File: src/rtl/iecm_map.svh
// register offsets, field positions and reset values of the interrupt enable block
`ifndef IECM_MAP_SVH
`define IECM_MAP_SVH
`define IECM_OFF_ENABLE_BASE   12'h000
`define IECM_OFF_ENABLE_SET    12'h004
`define IECM_OFF_ENABLE_CLEAR  12'h008
`define IECM_OFF_STATUS        12'h00C
`define IECM_OFF_GATED         12'h010
`define IECM_SRC_MASK          32'h00FF_FF5F
`define IECM_RESET_VALUE       32'h0000_0000
`define IECM_READ_ZERO         32'h0000_0000
`define IECM_STC_LSB           16
`define IECM_RBW_LSB           8
`define IECM_RCV_ERR_BIT       6
`define IECM_RBR_FULL_BIT      4
`define IECM_PMT_BIT           3
`define IECM_PAT_BIT           2
`define IECM_GOP_BIT           1
`define IECM_BOUNDARY_BIT      0
`endif

File: src/rtl/iecm_pkg.sv
// types shared by the interrupt enable block
package iecm_pkg;
  typedef logic [31:0] iecm_word_t;
endpackage : iecm_pkg

File: src/rtl/iecm_top.sv
// interrupt enable base, set and write-only clear registers with status and interrupt gating
`timescale 1ns/1ps
`include "iecm_map.svh"

// What this block does
// - set clear bit blocks interrupt despite base enable
// - clear register reads back as zero
// - clear acts only when base and set enabled
// - write zero no change, one deactivates
// - clear bits mapped per source layout
// - clear bits reset zero, reserved bits zero
// - status records events regardless of masking
module iecm_top (
  // clock and reset
  input  wire logic         pclk,
  input  wire logic         presetn,
  // apb slave
  input  wire logic         psel,
  input  wire logic         penable,
  input  wire logic         pwrite,
  input  wire logic [11:0]  paddr,
  input  wire logic [31:0]  pwdata,
  output logic      [31:0]  prdata,
  output logic              pready,
  output logic              pslverr,
  // event sources, one-cycle pulses
  input  wire logic [7:0]   timestamp_compare_evt,
  input  wire logic [7:0]   ring_buffer_write_evt,
  input  wire logic         receive_packet_error_evt,
  input  wire logic         read_buffer_full_evt,
  input  wire logic         program_map_found_evt,
  input  wire logic         program_assoc_found_evt,
  input  wire logic         picture_group_begin_evt,
  input  wire logic         boundary_found_evt,
  // interrupt
  output logic              irq
);

  iecm_pkg::iecm_word_t interrupt_enable_base_r;
  iecm_pkg::iecm_word_t interrupt_enable_set_r;
  iecm_pkg::iecm_word_t interrupt_enable_clear_r;
  iecm_pkg::iecm_word_t interrupt_status_r;
  iecm_pkg::iecm_word_t events;
  iecm_pkg::iecm_word_t armed;
  iecm_pkg::iecm_word_t gated;
  iecm_pkg::iecm_word_t prdata_nxt;
  logic                 acc;
  logic                 wr;
  logic                 rd;
  logic                 hit;

  function automatic logic is_reg(input logic [11:0] a);
    is_reg = (a == `IECM_OFF_ENABLE_BASE) || (a == `IECM_OFF_ENABLE_SET)
          || (a == `IECM_OFF_ENABLE_CLEAR) || (a == `IECM_OFF_STATUS)
          || (a == `IECM_OFF_GATED);
  endfunction : is_reg

  assign acc     = psel && penable;
  assign wr      = acc && pwrite;
  assign rd      = acc && !pwrite;
  assign hit     = is_reg(paddr);
  assign pready  = 1'b1;
  assign pslverr = acc && !hit;

  // source bit layout of every enable, clear and status word
  always_comb begin
    events = `IECM_READ_ZERO;
    events[`IECM_STC_LSB +: 8]    = timestamp_compare_evt;
    events[`IECM_RBW_LSB +: 8]    = ring_buffer_write_evt;
    events[`IECM_RCV_ERR_BIT]     = receive_packet_error_evt;
    events[`IECM_RBR_FULL_BIT]    = read_buffer_full_evt;
    events[`IECM_PMT_BIT]         = program_map_found_evt;
    events[`IECM_PAT_BIT]         = program_assoc_found_evt;
    events[`IECM_GOP_BIT]         = picture_group_begin_evt;
    events[`IECM_BOUNDARY_BIT]    = boundary_found_evt;
  end

  // sources enabled in both base and set registers
  assign armed = interrupt_enable_base_r & interrupt_enable_set_r;
  // a clear bit only bites on an armed source, so stale clears stay harmless
  assign gated = armed & ~(interrupt_enable_clear_r & armed);

  always_ff @(posedge pclk or negedge presetn) begin
    if (!presetn) begin
      interrupt_enable_base_r <= `IECM_RESET_VALUE;
    end else if (wr && paddr == `IECM_OFF_ENABLE_BASE) begin
      interrupt_enable_base_r <= pwdata & `IECM_SRC_MASK;
    end
  end

  always_ff @(posedge pclk or negedge presetn) begin
    if (!presetn) begin
      interrupt_enable_set_r <= `IECM_RESET_VALUE;
    end else if (wr && paddr == `IECM_OFF_ENABLE_SET) begin
      interrupt_enable_set_r <= pwdata & `IECM_SRC_MASK;
    end
  end

  // ones accumulate, zeros leave bits alone; base write re-arms nothing itself
  always_ff @(posedge pclk or negedge presetn) begin
    if (!presetn) begin
      interrupt_enable_clear_r <= `IECM_RESET_VALUE;
    end else if (wr && paddr == `IECM_OFF_ENABLE_CLEAR) begin
      interrupt_enable_clear_r <= interrupt_enable_clear_r
                                | (pwdata & `IECM_SRC_MASK & armed);
    end else if (wr && paddr == `IECM_OFF_ENABLE_SET) begin
      // writing set re-activates the sources it names
      interrupt_enable_clear_r <= interrupt_enable_clear_r & ~pwdata;
    end
  end

  // sticky status, cleared by reading it; a new event wins over the clear
  always_ff @(posedge pclk or negedge presetn) begin
    if (!presetn) begin
      interrupt_status_r <= `IECM_RESET_VALUE;
    end else if (rd && paddr == `IECM_OFF_STATUS) begin
      interrupt_status_r <= events;
    end else begin
      interrupt_status_r <= interrupt_status_r | events;
    end
  end

  always_comb begin
    prdata_nxt = `IECM_READ_ZERO;
    unique case (paddr)
      `IECM_OFF_ENABLE_BASE:  prdata_nxt = interrupt_enable_base_r;
      `IECM_OFF_ENABLE_SET:   prdata_nxt = interrupt_enable_set_r;
      `IECM_OFF_ENABLE_CLEAR: prdata_nxt = `IECM_READ_ZERO;
      `IECM_OFF_STATUS:       prdata_nxt = interrupt_status_r;
      `IECM_OFF_GATED:        prdata_nxt = gated;
      default:                prdata_nxt = `IECM_READ_ZERO;
    endcase
  end

  // prdata registered in setup so it is valid in the access cycle
  always_ff @(posedge pclk or negedge presetn) begin
    if (!presetn) begin
      prdata <= `IECM_READ_ZERO;
    end else if (psel && !penable && !pwrite) begin
      prdata <= prdata_nxt;
    end
  end

  always_ff @(posedge pclk or negedge presetn) begin
    if (!presetn) begin
      irq <= 1'b0;
    end else begin
      irq <= |(interrupt_status_r & gated);
    end
  end

  property p_clear_blocks;
    @(posedge pclk) disable iff (!presetn)
      (interrupt_enable_clear_r == interrupt_enable_base_r) |=> !irq;
  endproperty
  a_clear_blocks: assert property (p_clear_blocks) else $error("irq with all cleared");

  property p_clear_reads_zero;
    @(posedge pclk) disable iff (!presetn)
      (psel && !penable && !pwrite && paddr == `IECM_OFF_ENABLE_CLEAR)
      ##1 (psel && penable) |-> prdata == `IECM_READ_ZERO;
  endproperty
  a_clear_reads_zero: assert property (p_clear_reads_zero) else $error("clear reg read back");

  property p_clear_needs_armed;
    @(posedge pclk) disable iff (!presetn)
      1'b1 |=> (interrupt_enable_clear_r & ~$past(interrupt_enable_clear_r)
                & ~$past(armed)) == `IECM_READ_ZERO;
  endproperty
  a_clear_needs_armed: assert property (p_clear_needs_armed) else $error("unarmed clear took");

  property p_write_one_sets;
    @(posedge pclk) disable iff (!presetn)
      (wr && paddr == `IECM_OFF_ENABLE_CLEAR)
      |=> ((($past(pwdata) & $past(armed) & `IECM_SRC_MASK) & ~interrupt_enable_clear_r) == 0)
          && ((($past(interrupt_enable_clear_r)) & ~interrupt_enable_clear_r) == 0);
  endproperty
  a_write_one_sets: assert property (p_write_one_sets) else $error("clear write wrong");

  property p_reserved_zero;
    @(posedge pclk) disable iff (!presetn)
      1'b1 |-> (interrupt_enable_clear_r & ~`IECM_SRC_MASK) == `IECM_READ_ZERO;
  endproperty
  a_reserved_zero: assert property (p_reserved_zero) else $error("reserved clear bit set");

  property p_status_records;
    @(posedge pclk) disable iff (!presetn)
      events[`IECM_STC_LSB] |=> interrupt_status_r[`IECM_STC_LSB];
  endproperty
  a_status_records: assert property (p_status_records) else $error("event lost");

  property p_irq_follows;
    @(posedge pclk) disable iff (!presetn)
      |(interrupt_status_r & gated) |=> irq;
  endproperty
  a_irq_follows: assert property (p_irq_follows) else $error("irq missing");

endmodule : iecm_top

File: config.mk
export PLATFORM = sky130hd
export DESIGN_NAME = iecm_top
export DESIGN_NICKNAME = d
export VERILOG_FILES = /design/src/rtl/iecm_pkg.sv /design/src/rtl/iecm_top.sv
export VERILOG_INCLUDE_DIRS = /design/src /design/src/rtl
export SDC_FILE = /design/constraint.sdc
export NUM_CORES = 1
export LEC_CHECK = 0
export BUFFER_PORTS_ARGS = -buffer_cell sky130_fd_sc_hd__buf_2
export CELL_PAD_IN_SITES_DETAIL_PLACEMENT = 0
export CELL_PAD_IN_SITES_GLOBAL_PLACEMENT = 1
export CORE_UTILIZATION = 40
export DETAILED_ROUTE_END_ITERATION = 16
export PLACE_DENSITY_LB_ADDON = 0.05
export SLEW_MARGIN = 40
export SYNTH_ARGS = -nofsm -noshare
export SYNTH_HDL_FRONTEND = slang
export SYNTH_SLANG_ARGS = --single-unit
export TNS_END_PERCENT = 5
File: constraint.sdc
create_clock -name pclk -period 1.9 [get_ports pclk]
set_clock_uncertainty 0.15 [all_clocks]
set_input_delay 0.38 -clock pclk [delete_from_list [all_inputs] [get_ports pclk]]
set_output_delay 0.38 -clock pclk [all_outputs]
set_load 0.01 [all_outputs]
Word level (Yosys, flattened, before mapping)
Cells that the tools add are included.
W data, S select, Z words.
Storage, ports and cells
  bits in registers: 141
  input bits: 71
  output and inout port bits: 35
  word-level logic and storage cells: 44
Operators by class
  equality and inequality tests: 4
  multiplexer cells: 4
  bitwise operators: 10
  reductions and logical operators: 20
Operator list (number)
  $pmux W32 S4: 1
  $mux W32: 3
  $and A32 B32 Y32: 2
  $not A32 Y32: 2
  $or A32 B24 Y32: 2
  $and A24 B24 Y24: 2
  $and A24 B32 Y32: 1
  $and A32 B24 Y32: 1
  $reduce_or A32 Y1: 1
  $eq A12 B4 Y1 const B: 2
  $eq A12 B3 Y1 const B: 1
  $eq A12 B5 Y1 const B: 1
  $logic_not A12 Y1: 1
  $logic_and A1 B1 Y1: 10
  $logic_or A1 B1 Y1: 4
  $logic_not A1 Y1: 3
  $reduce_bool A2 Y1: 1

Longest topological paths before layout
  depth after elaboration: 7
  mapped depth: 6
  gate-level depth less buffers: 4

Least setup slack after synthesis
OpenSTA, ideal clock, no wires.
  kind: input to register
  start: in paddr[9]
  end: reg interrupt_enable_set_r[12]
  arrival: 1.737 ns
  slack: -0.115 ns
  stages: 5
  cell sequence: nor4_4 -> nand4_1 -> nor2_4 -> buf_4 -> mux2_1
On the way
  cells in the longest elaborated chain, start to end: 2
Ends and longest elaborated chain
  start, declared: RTL line iecm_top.sv:21  | input wire logic [11:0] paddr,
  $eq A12 B3 Y1 (no source line)
  $logic_and A1 B1 Y1 (no source line)
  end signal, assigned: RTL line iecm_top.sv:93  | interrupt_enable_set_r <= `IECM_RESET_VALUE;
  end signal, assigned: RTL line iecm_top.sv:95  | interrupt_enable_set_r <= pwdata & `IECM_SRC_MASK;
  end, declared: RTL line iecm_top.sv:40  | iecm_pkg::iecm_word_t interrupt_enable_set_r;
Every way passes these cells.
A chain may end at the register's enable or synchronous reset.

Worst setup path after layout
  start: in paddr[10]
  end: out pslverr
On the way
  cells in the longest elaborated chain, start to end: 7
  elaborated cells on any way between the ends: 11
  classes of those cells: eq/ne (4); reduce/logical (7)
Ends and longest elaborated chain
  $eq A12 B3 Y1 (no source line) / $logic_not A12 Y1 (equally long branches)
  $logic_or A1 B1 Y1 (3 in series): RTL line iecm_top.sv:53  | is_reg = (a == `IECM_OFF_ENABLE_BASE) || (a == `IECM_OFF_ENABLE_SET)
  $logic_or A1 B1 Y1 *: RTL line iecm_top.sv:53
  $logic_not A1 Y1 *: RTL line iecm_top.sv:63  | assign pslverr = acc && !hit;
  $logic_and A1 B1 Y1 *: RTL line iecm_top.sv:63
  end, declared: RTL line iecm_top.sv:25  | output logic pslverr,
Mark *: on every way between the ends. The rest lies on a longest branch, timed or not.

==> reports/results.tsv <==
metric	value	unit
Max-slew headroom	0.4480	
unrepaired setup endpoints after global routing	no	
post-synthesis sequential area ratio	0.5207	
largest net degree at the start of global routing	43	
post-route cell area	0.006591	mm²
Synth-to-Final Area Change	22.45	%
Hold EP	interrupt_status_r[13]	
worst flop-to-flop path startpoint	interrupt_enable_set_r[4]	
I/O Pins	106	
CTS max path bufs	2	
row count	42	
Cell Count, Final, Fillers Out	786	
status	finished clean	
CTS tree	yes	
Buf/Inv on CP	2	
vias per cell	5.532	
Net Count, Synth	572	
hpwl dp	9.773	mm
worst-skew pair later-pin latency	0.35	ns
FF-to-FF End	irq	
Period minus WS final	1.865	ns
Commonest cells post-synth	dfrtp_1 (112), o21ai_0 (49), nand2_1 (46)	
worst slack at placement	-0.2922	ns
fin nets	676	
die span in x	118	µm
Initial Util	0.4081	
Leakage Power	2.966	nW
Core Area	0.01319	mm²
routed length per placed instance	18.56	µm
Syn Inst Count	501	
critical path endpoint category	output port	
worst hold start	ring_buffer_write_evt[5]	
WP data required	1.37	ns
Hold Crit Class	input port to flip-flop	
hold_ws	0.05062	ns
router iterations before antenna repair	5	
Detailed Route Iter0 Violations	264	
CP arrival	1.34	ns
Synth Warn #	0	
Die H	118	µm
final setup margin	0.03478	ns
share of cells above drive strength 1	0.2672	
R2R setup slack	0.28	ns
PortBufs	94	
Worst Setup Start Kind	input port	
Seq cells post-synth	112	
worst vdd ir	0.5732	mV
Post-synth EDFFs	0	
GRT overflow	0	
area post-placement	0.006260	mm²
CP Class	input port to output port	
Slew Viols, Final	0	
leading area contributor after synthesis	dfrtp_1	
worst slew pin tran	0.8252	ns
initial antenna violation count	0	
Multi-input gate area	0.002342	mm²
Fmax	536.1	MHz
Hold Fails Final Rpt	0	
H-tree levels	3	
ANT nets after route	0	
Area contributors post-synth	dfrtp_1 (52%), mux2_1 (5.0%), o21ai_0 (4.6%)	
antenna cells	0	
clock sink count	112	
Worst path top cell family by delay	simple AND/OR/NAND/NOR gates	
CTS Buf Count	9	
PwrDens	676.7	mW/mm²
Post-route DRC	0	
most common cell in the netlist	dfrtp_1	
most common flop cell mapped by yosys	dfrtp_1	
WL final	14.59	mm
setup violators final	0	
Post-Syn Area	0.005383	mm²
Clock Pin Slew Worst Setup and Hold Paths	0.07	ns
slowest cell on the critical path	or4_4	
Tot Pwr	0.004461	W
vias in the first global route	4194	
clk root buf	clkbuf_16	
dpl cells	768	
Filler Cell Count	1239	
R2R depth	4	
Synth Area per Inst	10.74	µm²
synth unique cells	40	
Final GP Congestion	0.7871	
DIE AREA	0.01392	mm²
first-pass GRT wire length	23.67	mm
via count	4348	
period utilisation layout	0.9817	
Max Cap Viol	0	
Post-synth ARST share	1.000	
Worst Hold Path Cells	2	
top cell type's share of synthesized area	0.5207	
register area	0.002803	mm²
GRT Overall Usage	0.2236	
critical path, cell by cell	buf_6, or4_4, o21ai_2, a21oi_1, buf_2	
Crit Path Max Fanout	2	
CP peak stage delay	0.54	ns
==> layer usage <==
layer / track usage / vias up / part of all wire
met1: 0.3011 / 2159 / 0.46
li1: - / 2062 / -
met2: 0.3710 / 118 / 0.49
met3: 0.04748 / 9 / 0.040
met5: 0 / - / 0
met4: 0.04487 / 0 / 0.0068
==> stage by stage <==
| stage | TNS [ns] | utilization |
|---|---|---|
| 2_1_floorplan | -1.381 | - |
| 3_3_place_gp | -20.96 | 0.4746 |
| 3_5_place_dp | -21.28 | 0.4746 |
| 4_1_cts | 0 | 0.4994 |
| 5_1_grt | 0 | 0.4997 |
| 6_report | 0 | 0.4997 |
==> how the worst max path moves through the flow <==
stage / from / to / slack [ns] / depth (start not counted)
after floorplan: paddr[10] / interrupt_enable_set_r[12] / -0.10 / 5
after global routing: paddr[10] / pslverr / 0.007 / 5
after global placement: paddr[0] / prdata[22] / -0.25 / 7
after CTS: paddr[10] / pslverr / 0.004 / 5
after detailed placement: paddr[0] / prdata[22] / -0.29 / 7
final: paddr[10] / pslverr / 0.03 / 5
==> kinds of logic after synthesis <==
family | after synthesis | synth area share
compound gates | 146 | 0.1864
simple gates | 129 | 0.1358
flops | 112 | 0.5207
buf+inv | 60 | 0.05114
mux | 52 | 0.1037
xor+xnor | 1 | 0.001627
other cells | 1 | 0.0006967
==> cells in the final DEF, fill, tap and decap left out, drive strengths merged, types with 2 or more instances in the layout <==
master	n
buf	130
dfrtp	112
o21ai	59
nand2	47
mux2	30
inv	23
a21o	22
mux2i	22
o32a	22
o221ai	22
nand2b	16
nand3	16
nand4b	14
clkbuf	10
a21oi	9
and3	8
a31oi	8
nor2	8
nand4	6
nor3b	4
clkinvlp	3
or4	2
a2111oi	2
clkinv	2
==> what timing repair did <==
item,CTS,global route
hold buffers,1,0
pin swaps,4,4
setup endpoints to repair,1,4
resized for setup,10,1
endpoints found under the hold margin,25,0
setup buffers,1,0
==> final cells by class <==
type	instances	area share
clock buffers	10	0.03474
clock inverters	6	0.006834
inverters	22	0.01253
multi-input cells	329	0.3554
flip-flops and latches	112	0.4252
well taps	176	0.03341
repair buffers	131	0.1319
==> power by group <==
group | switching, W | leakage (nW) | internal (W) | total, W
clock | 0.000896 | 0.125 | 0.000896 | 0.00179
combinational | 0.000164 | 1.39 | 0.000121 | 0.000285
sequential | 0.00000138 | 1.45 | 0.00238 | 0.00238
total | 0.00106 | 2.97 | 0.00340 | 0.00446
==> sequential cells by signal, summed over array words and instances (netlist names) <==
register / cells
interrupt_enable_set_r: 22
interrupt_enable_base_r: 22
irq: 1
prdata: 23
interrupt_enable_clear_r: 22
interrupt_status_r: 22
No activity file was read; power rests on OpenSTA's default activity.
